## src/hw/ccseq_consts.svh

```systemverilog
// timing counts and register layout for the charge cycle sequencer
`ifndef CCSEQ_CONSTS_SVH
`define CCSEQ_CONSTS_SVH
`define CCSEQ_CLK_MHZ 200
`define CCSEQ_T_SS_HOLD_MS 80
`define CCSEQ_T_SS_STEP_US 256
`define CCSEQ_T_TERM_MS 32
`define CCSEQ_T_OVP_MS 1
`define CCSEQ_T_START_MS 64
`define CCSEQ_SS_HOLD_CYC (`CCSEQ_T_SS_HOLD_MS * 1000 * `CCSEQ_CLK_MHZ)
`define CCSEQ_SS_STEP_CYC (`CCSEQ_T_SS_STEP_US * `CCSEQ_CLK_MHZ)
`define CCSEQ_TERM_CYC (`CCSEQ_T_TERM_MS * 1000 * `CCSEQ_CLK_MHZ)
`define CCSEQ_OVP_CYC (`CCSEQ_T_OVP_MS * 1000 * `CCSEQ_CLK_MHZ)
`define CCSEQ_START_CYC (`CCSEQ_T_START_MS * 1000 * `CCSEQ_CLK_MHZ)
`define CCSEQ_ADDR_CTRL 8'h02
`define CCSEQ_ADDR_STAT 8'h00
`define CCSEQ_ADDR_VREG 8'h03
`define CCSEQ_CTRL_RESET 0
`define CCSEQ_CTRL_INHIBIT 1
`define CCSEQ_CTRL_TERM_ALLOW 2
`define CCSEQ_CTRL_HIZ 3
`define CCSEQ_CTRL_REDUCED 4
`define CCSEQ_CTRL_RST_VAL 8'h04
`define CCSEQ_VREG_MIN 8'h00
`define CCSEQ_VREG_MAX 8'h2F
`define CCSEQ_VREG_RST_VAL 8'h05
`define CCSEQ_ILIM_100MA 3'h0
`define CCSEQ_PCT_40 7'h28
`define CCSEQ_PCT_100 7'h64
`endif

```

## src/hw/ccseq_pkg.sv

```systemverilog
// types shared by the charge cycle sequencer
package ccseq_pkg;
  typedef enum logic [2:0] {
    ST_IDLE,
    ST_WAIT,
    ST_SHORT,
    ST_CHARGE,
    ST_DETECT,
    ST_DONE,
    ST_OVP
  } ccseq_state_e;

  // comparator and loop indications, already synchronised and deglitched
  typedef struct packed {
    logic supply_ok;
    logic below_short;
    logic below_recharge;
    logic below_term;
    logic above_ovp;
    logic die_hot;
    logic supplement;
    logic ts_half;
    logic rev_boost;
    logic vin_floor;
    logic input_loop;
    logic cv_loop;
  } ccseq_sense_s;

  // power stage commands
  typedef struct packed {
    logic pwm_on;
    logic charge_fet;
    logic batt_fet;
    logic short_current;
    logic thermal_fold;
    logic supplement_mode;
    logic sys_reg_mode;
    logic detect;
    logic [6:0] ilim_pct;
  } ccseq_drive_s;
endpackage

```

## src/hw/ccseq_top.sv

```systemverilog
// charge cycle sequencer: soft start, charge, termination, overvoltage
// ---------------------------------------------------------------------
// ---------------------------------------------------------------------
`timescale 1ns/10ps
`include "ccseq_consts.svh"
module ccseq_top
  import ccseq_pkg::*;
#(
  parameter int SS_HOLD_CYC = `CCSEQ_SS_HOLD_CYC,
  parameter int SS_STEP_CYC = `CCSEQ_SS_STEP_CYC,
  parameter int TERM_CYC = `CCSEQ_TERM_CYC,
  parameter int OVP_CYC = `CCSEQ_OVP_CYC,
  parameter int START_CYC = `CCSEQ_START_CYC
)
(
  input wire logic CLOCK,
  input wire logic RST_N,
  input wire logic CE,
  input wire logic [7:0] ADDR,
  input wire logic [7:0] WDATA,
  input wire logic WR,
  input wire logic RD,
  output logic [7:0] RDATA,
  input wire logic CHARGE_INHIBIT_PIN,
  input wire logic [2:0] ILIM_SEL,
  input wire ccseq_sense_s SENSE,
  output ccseq_drive_s DRIVE,
  output logic [7:0] BATTERY_REGULATION_VOLTAGE,
  output logic BATTERY_OVERVOLTAGE_FAULT
);

  // ---------------------------------------------------------------------
  // registers and state
  // ---------------------------------------------------------------------
  logic [7:0] ctrl;
  logic [7:0] vreg;
  ccseq_state_e state;
  ccseq_state_e next_state;
  logic [31:0] ss_cnt;
  logic [2:0] ss_step;
  logic ss_done;
  logic [31:0] term_cnt;
  logic [31:0] ovp_cnt;
  logic [31:0] start_cnt;
  logic fault;
  logic hiz_q;
  logic pin_q;
  logic inh_q;
  logic rst_q;
  logic supply_q;
  logic batt_q;
  logic supp_q;

  // counter compare helper used by several timers
  function automatic logic reached(input logic [31:0] cnt, input int lim);
    reached = (cnt >= 32'(lim - 1));
  endfunction

  // ---------------------------------------------------------------------
  // decode
  // ---------------------------------------------------------------------
  wire wr_ctrl = WR && (ADDR == `CCSEQ_ADDR_CTRL);
  wire wr_vreg = WR && (ADDR == `CCSEQ_ADDR_VREG);
  wire hiz = ctrl[`CCSEQ_CTRL_HIZ] || CHARGE_INHIBIT_PIN;
  wire inhibit = ctrl[`CCSEQ_CTRL_INHIBIT] || CHARGE_INHIBIT_PIN;
  wire hiz_enter = hiz && !hiz_q;
  // inputs in SENSE are already clean, so edge tests read them directly
  wire batt_ok = !SENSE.below_recharge;
  wire bit_toggle = (ctrl[`CCSEQ_CTRL_INHIBIT] != inh_q) ||
    (ctrl[`CCSEQ_CTRL_RESET] != rst_q);
  wire pin_toggle = (CHARGE_INHIBIT_PIN != pin_q) ||
    (ctrl[`CCSEQ_CTRL_HIZ] != hiz_q);
  wire supp_event = SENSE.supplement && !supp_q;
  wire new_cycle = !CHARGE_INHIBIT_PIN && SENSE.below_recharge &&
    ((SENSE.supply_ok && !supply_q) ||
     (SENSE.supply_ok && !batt_q));
  wire recharge = SENSE.supply_ok && !SENSE.above_ovp &&
    (SENSE.below_recharge || bit_toggle || supp_event ||
     pin_toggle);
  // any limiting loop other than voltage regulation blocks termination
  wire term_block = !SENSE.cv_loop || SENSE.ts_half || SENSE.rev_boost ||
    ctrl[`CCSEQ_CTRL_REDUCED] || SENSE.die_hot || SENSE.vin_floor ||
    SENSE.input_loop || (ILIM_SEL == `CCSEQ_ILIM_100MA);
  wire term_qual = batt_ok && SENSE.below_term && !SENSE.supplement &&
    !term_block && ctrl[`CCSEQ_CTRL_TERM_ALLOW];
  // qualified by the live comparator so a drop on the last cycle never sets
  wire ovp_seen = SENSE.above_ovp && reached(ovp_cnt, OVP_CYC);
  wire run = SENSE.supply_ok && !hiz && !inhibit;

  // ---------------------------------------------------------------------
  // sequencer transitions
  // ---------------------------------------------------------------------
  always_comb
  begin
    next_state = state;
    case (state)
      ST_IDLE:
        if (run && (new_cycle || recharge || batt_ok))
          next_state = ST_WAIT;
      ST_WAIT:
        if (!run)
          next_state = ST_IDLE;
        else if (reached(start_cnt, START_CYC))
          next_state = SENSE.below_short ? ST_SHORT : ST_CHARGE;
      ST_SHORT:
        if (!run)
          next_state = ST_IDLE;
        else if (!SENSE.below_short)
          next_state = ST_CHARGE;
      ST_CHARGE:
        if (!run)
          next_state = ST_IDLE;
        else if (term_qual && reached(term_cnt, TERM_CYC))
          next_state = ST_DETECT;
      ST_DETECT:
        if (!run)
          next_state = ST_IDLE;
        else
          next_state = ST_DONE;
      ST_DONE:
        if (!run)
          next_state = ST_IDLE;
        else if (recharge)
          next_state = ST_WAIT;
      // stay put until the battery is back down, not just until reported
      ST_OVP:
        if (!fault && !SENSE.above_ovp)
          next_state = ST_IDLE;
      default:
        next_state = ST_IDLE;
    endcase
    if (SENSE.above_ovp && state != ST_OVP)
      next_state = ST_OVP;
  end

  // ---------------------------------------------------------------------
  // state and timers, frozen while CE is low
  // ---------------------------------------------------------------------
  always_ff @(posedge CLOCK)
  begin
    if (!RST_N)
    begin
      state <= ST_IDLE;
      start_cnt <= 32'h0000_0000;
      term_cnt <= 32'h0000_0000;
      ovp_cnt <= 32'h0000_0000;
    end
    else if (CE)
    begin
      state <= next_state;
      start_cnt <= (state == ST_WAIT) ? start_cnt + 32'h1 : 32'h0;
      // any disturbance restarts the 32ms window
      term_cnt <= (state == ST_CHARGE && term_qual) ?
        term_cnt + 32'h1 : 32'h0;
      ovp_cnt <= (SENSE.above_ovp && !ovp_seen) ? ovp_cnt + 32'h1 :
        (SENSE.above_ovp ? ovp_cnt : 32'h0);
    end
  end

  // soft start: ramp restarts only on high impedance exit
  always_ff @(posedge CLOCK)
  begin
    if (!RST_N)
    begin
      ss_cnt <= 32'h0000_0000;
      ss_step <= 3'h0;
      ss_done <= 1'b0;
    end
    else if (CE)
    begin
      if (hiz)
      begin
        ss_cnt <= 32'h0000_0000;
        ss_step <= 3'h0;
        ss_done <= 1'b0;
      end
      else if (!ss_done)
      begin
        if ((ss_step == 3'h0 && reached(ss_cnt, SS_HOLD_CYC)) ||
            (ss_step != 3'h0 && reached(ss_cnt, SS_STEP_CYC)))
        begin
          ss_cnt <= 32'h0000_0000;
          ss_step <= ss_step + 3'h1;
          ss_done <= (ss_step == 3'h4);
        end
        else
          ss_cnt <= ss_cnt + 32'h1;
      end
    end
  end

  // fault flag: set wins over clear
  always_ff @(posedge CLOCK)
  begin
    if (!RST_N)
      fault <= 1'b0;
    else if (CE)
    begin
      if (ovp_seen)
        fault <= 1'b1;
      else if (SENSE.below_recharge || hiz_enter)
        fault <= 1'b0;
    end
  end

  // edge history for toggle and arrival detection
  always_ff @(posedge CLOCK)
  begin
    if (!RST_N)
    begin
      hiz_q <= 1'b0;
      pin_q <= 1'b0;
      inh_q <= 1'b0;
      rst_q <= 1'b0;
      supply_q <= 1'b0;
      batt_q <= 1'b0;
      supp_q <= 1'b0;
    end
    else if (CE)
    begin
      hiz_q <= hiz;
      pin_q <= CHARGE_INHIBIT_PIN;
      inh_q <= ctrl[`CCSEQ_CTRL_INHIBIT];
      rst_q <= ctrl[`CCSEQ_CTRL_RESET];
      supply_q <= SENSE.supply_ok;
      batt_q <= SENSE.below_recharge;
      supp_q <= SENSE.supplement;
    end
  end

  // ---------------------------------------------------------------------
  // register port; every regulation code is accepted
  // ---------------------------------------------------------------------
  always_ff @(posedge CLOCK)
  begin
    if (!RST_N)
    begin
      ctrl <= `CCSEQ_CTRL_RST_VAL;
      vreg <= `CCSEQ_VREG_RST_VAL;
      RDATA <= 8'h00;
    end
    else if (CE)
    begin
      if (wr_ctrl)
        ctrl <= WDATA;
      if (wr_vreg)
        vreg <= WDATA;
      if (RD)
        case (ADDR)
          `CCSEQ_ADDR_CTRL: RDATA <= ctrl;
          `CCSEQ_ADDR_VREG: RDATA <= vreg;
          `CCSEQ_ADDR_STAT: RDATA <= {fault, ss_done, 3'h0, 3'(state)};
          default: RDATA <= 8'h00;
        endcase
    end
  end

  // ---------------------------------------------------------------------
  // power stage commands
  // ---------------------------------------------------------------------
  wire [6:0] ss_pct = ss_done ? `CCSEQ_PCT_100 :
    7'(`CCSEQ_PCT_40 + 7'(ss_step) * 7'h0A);
  wire charging = (state == ST_CHARGE) || (state == ST_SHORT);
  wire done = (state == ST_DONE) || (state == ST_DETECT);
  always_comb
  begin
    // the live comparator cuts the converter before the state flop follows
    DRIVE.pwm_on = (state != ST_OVP) && !SENSE.above_ovp &&
      SENSE.supply_ok && !hiz;
    DRIVE.charge_fet = charging;
    DRIVE.batt_fet = (state == ST_OVP) || SENSE.above_ovp ||
      SENSE.supplement || hiz;
    DRIVE.short_current = (state == ST_SHORT);
    DRIVE.thermal_fold = charging && SENSE.die_hot;
    DRIVE.supplement_mode = SENSE.supplement;
    DRIVE.sys_reg_mode = done || (state == ST_SHORT);
    DRIVE.detect = (state == ST_DETECT);
    DRIVE.ilim_pct = done ? `CCSEQ_PCT_100 : ss_pct;
  end

  assign BATTERY_REGULATION_VOLTAGE = vreg;
  assign BATTERY_OVERVOLTAGE_FAULT = fault;

endmodule

```

## config.mk

```make
export PLATFORM = sky130hd
export DESIGN_NAME = ccseq_top
export DESIGN_NICKNAME = d
export VERILOG_FILES = /design/src/hw/ccseq_pkg.sv /design/src/hw/ccseq_top.sv
export VERILOG_INCLUDE_DIRS = /design/src /design/src/hw
export SDC_FILE = /design/constraint.sdc
export NUM_CORES = 1
export LEC_CHECK = 0
export BUFFER_PORTS_ARGS = -buffer_cell sky130_fd_sc_hd__buf_2
export CAP_MARGIN = 20
export CORE_MARGIN = 1.5
export CORE_UTILIZATION = 35
export DETAILED_ROUTE_END_ITERATION = 12
export GPL_ROUTABILITY_DRIVEN = 0
export GPL_TIMING_DRIVEN = 1
export HOLD_SLACK_MARGIN = 0.02
export PLACE_DENSITY_LB_ADDON = 0.25
export SLEW_MARGIN = 20
export SYNTH_ARGS = -nofsm -noshare
export SYNTH_HDL_FRONTEND = slang
export SYNTH_SLANG_ARGS = --single-unit
```

## constraint.sdc

```tcl
create_clock -name CLOCK -period 6.1 [get_ports CLOCK]
set_clock_uncertainty 0.1 [all_clocks]
set_input_delay 1.22 -clock CLOCK [delete_from_list [all_inputs] [get_ports CLOCK]]
set_output_delay 1.22 -clock CLOCK [all_outputs]
set_load 0.05 [all_outputs]
```

Yosys cells after proc, flatten, opt, wreduce, memory -nomap -nowiden
Cells that the tools add are included.
{"block": "op_classes", "n_addsub": 6, "multipliers": 1, "order_cmp": 5, "eq_ne": 22, "mux": 32, "n_reduce_logical": 83}
{"op": "$mux W32", "count": 7}
{"op": "$add A32 B1 Y32 const B", "count": 4}
{"op": "$ge A32 B24 Y1 const B", "count": 2}
{"op": "$mux W3", "count": 15}
{"op": "$ge A32 B16 Y1 const B", "count": 1}
{"op": "$ge A32 B18 Y1 const B", "count": 1}
{"op": "$ge A32 B23 Y1 const B", "count": 1}
{"op": "$logic_and A1 B1 Y1", "count": 29}
{"op": "$logic_or A1 B1 Y1", "count": 25}
{"op": "$pmux W8 S3", "count": 1}
{"op": "$pmux W3 S7", "count": 1}
{"op": "$eq A8 B2 Y1 const B", "count": 2}
{"op": "$logic_not A1 Y1", "count": 14}
{"op": "$mux W7", "count": 2}
{"op": "$eq A3 B3 Y1 const B", "count": 4}
{"op": "$ne A4 B4 Y1 const B", "count": 3}
{"op": "$reduce_and A2 Y1", "count": 6}
{"op": "$logic_not A3 Y1", "count": 3}
{"op": "$ne A3 B3 Y1 const B", "count": 3}
{"op": "$logic_not A8 Y1", "count": 1}
{"op": "$add A6 B7 Y7 const A", "count": 1}
{"op": "$reduce_and A7 Y1", "count": 1}
{"op": "$eq A3 B2 Y1 const B", "count": 2}
{"op": "$mul A3 B3 Y6 const B", "count": 1}
{"op": "other kinds (9)", "count": 19}
{"block": "word_totals", "ff_bits": 167, "input_bits": 37, "out_inout_bits": 32}

Logic depth before layout (Yosys ltp)
Gate-level depths: netlist (run 1).
{"block": "depth", "depth_word": 16, "depth_mapped": 9, "depth_no_buf": 7}

Worst setup path before layout (run 1)
Ideal clock, no wire load.
{"block": "synth_timing", "path_kind": "input port to output port", "start": "input port CHARGE_INHIBIT_PIN", "end": "output port DRIVE[12] in the netlist's numbering", "arrival_ns": 2.123, "path_slack_ns": 2.657, "path_stages": 2, "path_buffers": 0, "cell_sequence": "nor2_1 -> nand4b_1"}
{"item": "start: declaration", "line": "ccseq_top.sv:24", "text": "input wire logic CHARGE_INHIBIT_PIN,"}
{"item": "end: declaration", "line": "ccseq_top.sv:27", "text": "output ccseq_drive_s DRIVE,"}

==> results of run 1 <==
[power by group]
group | internal [uW] | switching [uW]
Combinational | 41.6 | 103
Clock | 631 | 511
Sequential | 1080 | 10.6
Total | 1750 | 624
[cells by family after synthesis]
| family | count (synthesis) |
|---|---|
| AO/OA/AOI/OAI | 109 |
| XOR/XNOR | 90 |
| adder cells (fa/ha/maj) | 10 |
| buffers and inverters | 64 |
| flip-flops | 165 |
| multiplexers | 43 |
| other | 1 |
| AND/OR/NAND/NOR | 473 |
[registers in the layout, summed over array words and instances, names as in the netlist, 3 cells and up]
name                        flops
ovp_cnt                        32
term_cnt                       32
RDATA                           8
ss_step                         3
state                           3
BATTERY_REGULATION_VOLTAGE      8
ctrl                            8
start_cnt                      32
ss_cnt                         32
[worst register-to-register path, cell delays in order, from the launching register on]
cell and delay (ns):
dfxtp_1 0.35, ha_1 0.26, and4_1 0.23, a2111oi_0 0.54, o31a_1 0.24, o21bai_1 0.28
buf_4 0.31, a2111oi_0 0.51, mux2i_1 0.23
[per-stage QoR]
stage               setup WS, ns  total power [uW]  cells
global placement            2.27              1260   1269
detailed placement          2.24              1260   1269
global route                2.06              2470   1301
floorplan                   2.66              1220    955
CTS                         2.24              2400   1301
finish                      2.18              2380   1301
[cells in the mapped netlist, types with 15 or more instances]
cell type	instances	area share
dfxtp_1	165	0.41
nor2_1	152	0.071
nand2_1	80	0.037
xor2_1	54	0.059
nand3_1	47	0.029
mux2i_1	43	0.054
xnor2_1	36	0.039
nand4_1	34	0.026
clkbuf_1	31	0.014
a21oi_1	26	0.016
nor3_1	26	0.016
o21ai_0	21	0.013
and2_1	20	0.016
nor4_1	20	0.016
inv_1	19	0.0089
nand2b_1	17	0.013
and4_1	15	0.016
[final timing paths]
check / from / end / slack [ns]
max reg2reg: ovp_cnt[0] / ovp_cnt[13] / 3.01
max: SENSE[7] / DRIVE[14] / 2.18
min reg2reg: ovp_cnt[31] / ovp_cnt[31] / 0.36
min: ovp_cnt[31] / ovp_cnt[31] / 0.36
[routing by layer]
metal  routed length, um  vias to the layer above  GRT usage
li1                    -                     3443          -
met4                 190                        0     0.0417
met5                   0                        -          0
met3                 671                       11     0.0336
met2                8350                      114      0.254
met1                9500                     3125      0.226
[area by class of cell]
type / count / area, um2
clock buffer: 17 / 425
clock inverter: 15 / 205
fill: 2299 / 13300
inverter: 21 / 78.8
multi-input combinational: 726 / 4490
sequential: 165 / 3300
tap: 285 / 357
timing repair buffer: 72 / 373
==> results.cfg, run 1 <==
[outcome]
status = finished clean

[die]
rows = 55
ios = 69
die_h_um = 155
dieArea_um2 = 23900
die_w_um = 155
core-area_um2 = 22600
start_util = 0.356

[route]
drt_iter0_markers = 342
detail_route.vias_per_cell = 5.14
drc = 0
ant_nets = 0
wl_um = 18700
drt_pass1_iterations = 5
vias = 6693
wl_per_cell_um = 14.4

[final_layout]
syn2layout_area_growth_pct = 14.8
final_layout_size_suffix_gt1_frac = 0.120
diodes = 0
final_common_cell = dfxtp_1
postLayoutCellArea_um2 = 9230
final_cell_mix = dfxtp_1, nor2_1, nand2_1, buf_2, xor2_1
final_core_utilization = 0.409
nets = 1050

[placement]
io_buffers = 67
dpl_cell_area_um2 = 8600
place_hpwl_um = 13000

[yosys]
synth_compound_area_frac = 0.0924
synthAdderAreaFrac = 0.0156
ys_warn_count = 0
ys_seq_elements = 165
synthMuxAreaShare = 0.0535
synthSimpleGateAreaFrac = 0.297
seq_area_frac_synth = 0.411
ys.flop_type = dfxtp_1
synth_nets = 1002
async_flop_share = 0
synthXorXnorAreaFrac = 0.0980
synth.cell_area_um2 = 8040
synth_edf_count = 0
syn_avg_cell_area_um2 = 8.42
synth_cell_types = 63
synth_top_family_by_area = simple AND/OR/NAND/NOR gates
synthCells = 955

[global_route]
grt_pass1_wl_um = 31400
antenna_found_initial = 0
grt-ovfl-total = 0
grt_pass1_vias = 6158
grt_start_max_net_pins = 44
gr-usage-all-layers = 0.162

[clocking]
cts_tree = done
ctsResizeCount = 0
cts_hold_buffers = 0
h-tree-depth = 4
numClockSinks = 165
post_cts_buffers = 0
clkTransAtPathRegs_ns = 0.07
clk_latency_ns = 0.43
cts-root-buf = clkbuf_16
cts_buffers = 17
clock_path_buffers = 2

[setup_path]
end_kind = output pin
r2r.worst_path.cells = 8
path_delay_family = buffers and inverters
arrival_ns = 2.60
path_cells = buf_2 -> clkinv_1 -> and4_1 -> buf_2
crit_cells = 4
cp_slowest_cell = clkinv_1
worstPathRequired_ns = 4.78
critPathMostFrequentCell = buf_2
critPathMaxStageDelay_ns = 0.44
path_max_fanout = 28
cp_num_buf_inv = 3
start_kind = primary input
critPathKind = in -> out

[flow_run]
maxCapViolCount = 0

[sta]
rsz0062_at_grt = false
timing.fmax_mhz = 255
setup_tns_ns = 0
fin_hold_ws_ns = 0.362
timing.final.hold_violations = 0
setup_viol_count_final = 0
drv_slew = 0
slew_headroom = 0.307
worst_pin_slew_ns = 1.04
min_period_ns = 3.92
fin_crit_sh = 0.643

[power]
irDropWorstVdd_mv = 0.207
powerDensity_nw_per_um2 = 258
leakage_uw = 0.00335

[hold_path]
holdPathStages = 1
hp-class = reg -> reg
Power figures use the tool's default switching activity.
==> run 2, diff against run 1 <==
==> constraint.sdc (replaced) <==
create_clock -name CLOCK -period 3.5 [get_ports CLOCK]
set_clock_uncertainty 0.1 [all_clocks]
set_input_delay 0.7 -clock CLOCK [delete_from_list [all_inputs] [get_ports CLOCK]]
set_output_delay 0.7 -clock CLOCK [all_outputs]
set_load 0.05 [all_outputs]
==> run 2 against run 1 <==
Cell count increased by 0.69%. Critical path depth increased by 3. Sequential share of layout area increased by 0.11 points. Core utilization decreased by 0.12 points. Largest power group is now sequential cells. Die area unchanged. Count of clock-buffer cells in the layout increased by 2. Non-clock buffer count increased by 13. Worst setup slack got worse by 1.5 ns. Register-to-register slack got worse by 2.2 ns.
==> results.cfg, run 2 (synthesis results as in run 1) <==
[outcome]
status = finished clean

[clocking]
clk_latency_ns = 0.42
post_cts_buffers = 0
numClockSinks = 165
clkTransAtPathRegs_ns = 0.06
cts-root-buf = clkbuf_16
clock_path_buffers = 2
ctsResizeCount = 0
cts_buffers = 17
cts_tree = done
cts_hold_buffers = 0
h-tree-depth = 4

[sta]
setup_slack_ns = 0.654
min_period_ns = 2.85
worst_pin_slew_ns = 0.689
drv_slew = 0
setup_viol_count_final = 0
fin_crit_sh = 0.813
setup_tns_ns = 0
timing.fmax_mhz = 351
timing.final.hold_violations = 0
slew_headroom = 0.537
rsz0062_at_grt = false

[die]
ios = 69
core-area_um2 = 22600
rows = 55
start_util = 0.356
die_h_um = 155
die_w_um = 155
dieArea_um2 = 23900

[setup_path]
rr_startpoint = ovp_cnt[0]
worstPathRequired_ns = 2.70
critPathMaxStageDelay_ns = 0.37
path_max_fanout = 6
timing.rr.end = ovp_cnt[13]
end_kind = output pin
cp_num_buf_inv = 1
path_delay_family = adder cells
path_cells = ha_1 -> ha_1 -> ha_1 -> a21oi_1 -> xor2_1 -> nand2_1 -> buf_2
start_kind = register
critPathKind = reg -> out
arrival_ns = 2.05
r2r.worst_path.cells = 7
critPathMostFrequentCell = ha_1
cp_slowest_cell = dfxtp_1
regToRegSetupSlack_ns = 0.80

[route]
drt_pass1_iterations = 4
drt_iter0_markers = 324
wl_um = 18800
detail_route.vias_per_cell = 5.13
vias = 6726
drc = 0
ant_nets = 0
wl_per_cell_um = 14.3

[final_layout]
multiInputGateArea_um2 = 4490
diodes = 0
final_common_cell = dfxtp_1
final_core_utilization = 0.408
postLayoutCellArea_um2 = 9210
fillers = 2320
final_cell_mix = dfxtp_1, nor2_1, nand2_1, buf_2, xor2_1
syn2layout_area_growth_pct = 14.5
seqCellArea_um2 = 3300
final_layout_size_suffix_gt1_frac = 0.125
nets = 1063

[flow_run]
maxCapViolCount = 0

[power]
powerDensity_nw_per_um2 = 413
irDropWorstVdd_mv = 0.252
finalPower_uw = 3800
leakage_uw = 0.00335

[global_route]
antenna_found_initial = 0
grt-ovfl-total = 0
gr-usage-all-layers = 0.161
grt_pass1_vias = 6174
grt_start_max_net_pins = 43
grt_pass1_wl_um = 31100

[placement]
place_ws_ns = 0.709
io_buffers = 67
dpl_cell_area_um2 = 8700
place_hpwl_um = 13300

[hold_path]
holdPathStages = 1
hold_path.startpoint = ovp_cnt[31]
hp-class = reg -> reg
min_to = ovp_cnt[31]
run 2: power by group:
part | leakage (uW) | internal [uW] | switching [uW] | total [uW]
Clock | 0.000243 | 906 | 731 | 1640
Sequential | 0.00133 | 1890 | 15.3 | 1900
Combinational | 0.00178 | 78.6 | 183 | 262
run 2: how the worst max path moves through the flow:
stage / end / cells past startpoint / from / slack [ns]
6_report: DRIVE[6] / 7 / ss_step[2] / 0.65
5_1_grt: DRIVE[3] / 4 / state[1] / 0.48
4_1_cts: DRIVE[5] / 6 / ss_step[2] / 0.60
3_5_place_dp: ss_cnt[17] / 8 / ss_cnt[0] / 0.71
3_3_place_gp: start_cnt[25] / 7 / CE / 0.77
2_1_floorplan: DRIVE[8] / 3 / state[1] / 0.85
run 2: per-stage QoR:
| step | hold slack (ns) | instances |
|---|---|---|
| after floorplan | 0.330 | 955 |
| after global placement | 0.344 | 1282 |
| after detailed placement | 0.349 | 1282 |
| after CTS | 0.365 | 1310 |
| after global routing | 0.367 | 1310 |
| final | 0.360 | 1310 |
run 2: cell type report:
cell class	instances	area share
multi-input combinational	726	0.488
sequential	165	0.359
timing repair buffer	85	0.0511
clock buffer	19	0.0481
tap	285	0.0387
inverter	21	0.00856
clock inverter	9	0.00652
run 2: worst register-to-register path, stage by stage, from the launching register on:
cell	delay, ns
dfxtp_1	0.34
ha_1	0.25
and4_1	0.22
a2111oi_0	0.46
o31a_1	0.22
o21bai_1	0.19
a2111oi_0	0.63
mux2i_1	0.23
run 2: per-layer routing:
| metal | part of all wire | vias to the layer above | global-route usage |
|---|---|---|---|
| met3 | 0.033 | 11 | 0.0392 |
| li1 | - | 3471 | - |
| met2 | 0.45 | 112 | 0.252 |
| met4 | 0.010 | 0 | 0.0440 |
| met1 | 0.51 | 3132 | 0.220 |
| met5 | 0 | - | 0 |
==> run 3, diff against run 2 <==
==> constraint.sdc (replaced) <==
create_clock -name CLOCK -period 2.95 [get_ports CLOCK]
set_clock_uncertainty 0.1 [all_clocks]
set_input_delay 0.59 -clock CLOCK [delete_from_list [all_inputs] [get_ports CLOCK]]
set_output_delay 0.59 -clock CLOCK [all_outputs]
set_load 0.05 [all_outputs]
==> run 3 against run 2 <==
Clock power increased by 32%. Highest routed layer unchanged. Combinational power increased by 24%. First-iteration DRC count increased by 15%. Flip-flop and latch count unchanged. Cell count increased by 0.99%.
==> results.cfg, run 3 (synthesis results as in run 1) <==
[clocking]
cts_tree = done
clkTransAtPathRegs_ns = 0.07
cts-root-buf = clkbuf_16
clk_latency_ns = 0.43
cts_buffers = 17
clock_path_buffers = 2
numClockSinks = 165
cts_hold_buffers = 0
h-tree-depth = 4
post_cts_buffers = 0
ctsResizeCount = 0

[route]
drt_iter0_markers = 373
drt_pass1_iterations = 5
ant_nets = 0
wl_per_cell_um = 14.1
drc = 0
vias = 6734
detail_route.vias_per_cell = 5.09
wl_um = 18700

[die]
core-area_um2 = 22600
dieArea_um2 = 23900
rows = 55
die_h_um = 155
start_util = 0.356
die_w_um = 155
ios = 69

[global_route]
grt_use_met1 = 0.222
grt_use_met2 = 0.247
top_usage_layer = met2
grt_start_max_net_pins = 43
met3_usage = 0.0331
gr-usage-all-layers = 0.158
grt_pass1_wl_um = 30500
grt-ovfl-total = 0
antenna_found_initial = 0
grt_pass1_vias = 6002

[sta]
slew_headroom = 0.555
setup_viol_count_final = 0
rsz0062_at_grt = false
min_period_ns = 2.76
drv_slew = 0
fin_crit_sh = 0.937
timing.fmax_mhz = 362
timing.final.hold_violations = 0
worst_pin_slew_ns = 0.663
setup_tns_ns = 0

[power]
power.switching_uw = 1220
p_sw_frac = 0.257
seqPwrFrac = 0.475
leakage_uw = 0.00342
p_clk_frac = 0.456
powerDensity_nw_per_um2 = 508
pwr-share-comb = 0.068
finalPower_uw = 4740
irDropWorstVdd_mv = 0.356
power.internal_uw = 3530

[placement]
io_buffers = 67
place_hpwl_um = 13400

[final_layout]
syn2layout_area_growth_pct = 16.1
fillers = 2301
final_cell_mix = dfxtp_1, nor2_1, nand2_1, buf_2, xor2_1
final_layout_size_suffix_gt1_frac = 0.137
diodes = 0
nets = 1072
final_common_cell = dfxtp_1

[setup_path]
start_kind = register
path_max_fanout = 6
arrival_ns = 2.07
critPathMaxStageDelay_ns = 0.37
worstPathRequired_ns = 2.26
cp_slowest_cell = dfxtp_1
critPathKind = reg -> out
end_kind = output pin
critPathMostFrequentCell = ha_1
path_cells = ha_1 -> ha_1 -> ha_1 -> a21oi_2 -> xor2_1 -> nand2_1 -> clkbuf_4

[outcome]
status = finished clean

[hold_path]
hp-class = in -> reg

[flow_run]
maxCapViolCount = 0
==> run 3: cell types whose count changed in the layout (fill, tap and decap cells not counted), moves of 2 or more <==
| cell | before | now |
|---|---|---|
| inv_6 | 1 | 6 |
| inv_8 | 0 | 2 |
| buf_4 | 18 | 27 |
| clkinv_2 | 4 | 2 |
==> run 3: power groups by stage <==
stage / registers [uW] / clock network [uW] / logic (uW)
3_5_place_dp: 2310 / 0 / 325
3_3_place_gp: 2310 / 0 / 324
5_1_grt: 2260 / 2320 / 353
6_report: 2250 / 2170 / 324
2_1_floorplan: 2300 / 0 / 222
4_1_cts: 2250 / 2230 / 325
==> run 3: stage by stage <==
step / setup slack [ns] / instance area, um2 / std cells / utilization / hold slack (ns)
floorplan: 0.415 / 8040 / 955 / - / 0.330
detailed placement: 0.345 / 8760 / 1291 / 0.388 / 0.345
global placement: 0.385 / 8760 / 1291 / 0.388 / 0.343
CTS: 0.150 / 9330 / 1323 / 0.413 / 0.289
global route: 0.0388 / 9340 / 1323 / 0.414 / 0.304
finish: 0.187 / 9340 / 1323 / 0.414 / 0.303
==> run 3: critical path: cells and delay by family, from the launching register on <==
family                     cells  cell delay [ns]
AOI/OAI and AO/OA              1             0.12
xor gates and xnor gates       1             0.15
adders and majority gates      3             0.70
buffers and inverters          1             0.22
DFF                            1             0.37
and+or+nand+nor                1             0.09
==> run 3: worst paths after layout <==
kind	startpoint	to	slack, ns	depth (start not counted)
worst min-delay path	WDATA[0]	BATTERY_REGULATION_VOLTAGE[0]	0.30	3
worst min register to register	ovp_cnt[30]	ovp_cnt[30]	0.36	1
worst max-delay path	ss_step[2]	DRIVE[6]	0.19	7
worst max register to register	ovp_cnt[0]	ovp_cnt[13]	0.37	7
==> run 3: area by class of cell <==
class                           count  area (um2)  share of cell area
Sequential cell                   165        3300               0.354
Inverter                           21        78.8             0.00844
Clock buffer                       18         429              0.0460
Clock inverter                     14         138              0.0147
Timing Repair Buffer               94         541              0.0579
Multi-Input combinational cell    726        4490               0.481
Tap cell                          285         357              0.0382
==> run 3: routing by layer <==
| metal | vias up | part of all wire |
|---|---|---|
| li1 | 3490 | - |
| met1 | 3122 | 0.51 |
| met2 | 107 | 0.44 |
| met3 | 15 | 0.034 |
| met4 | 0 | 0.012 |
| met5 | - | 0 |
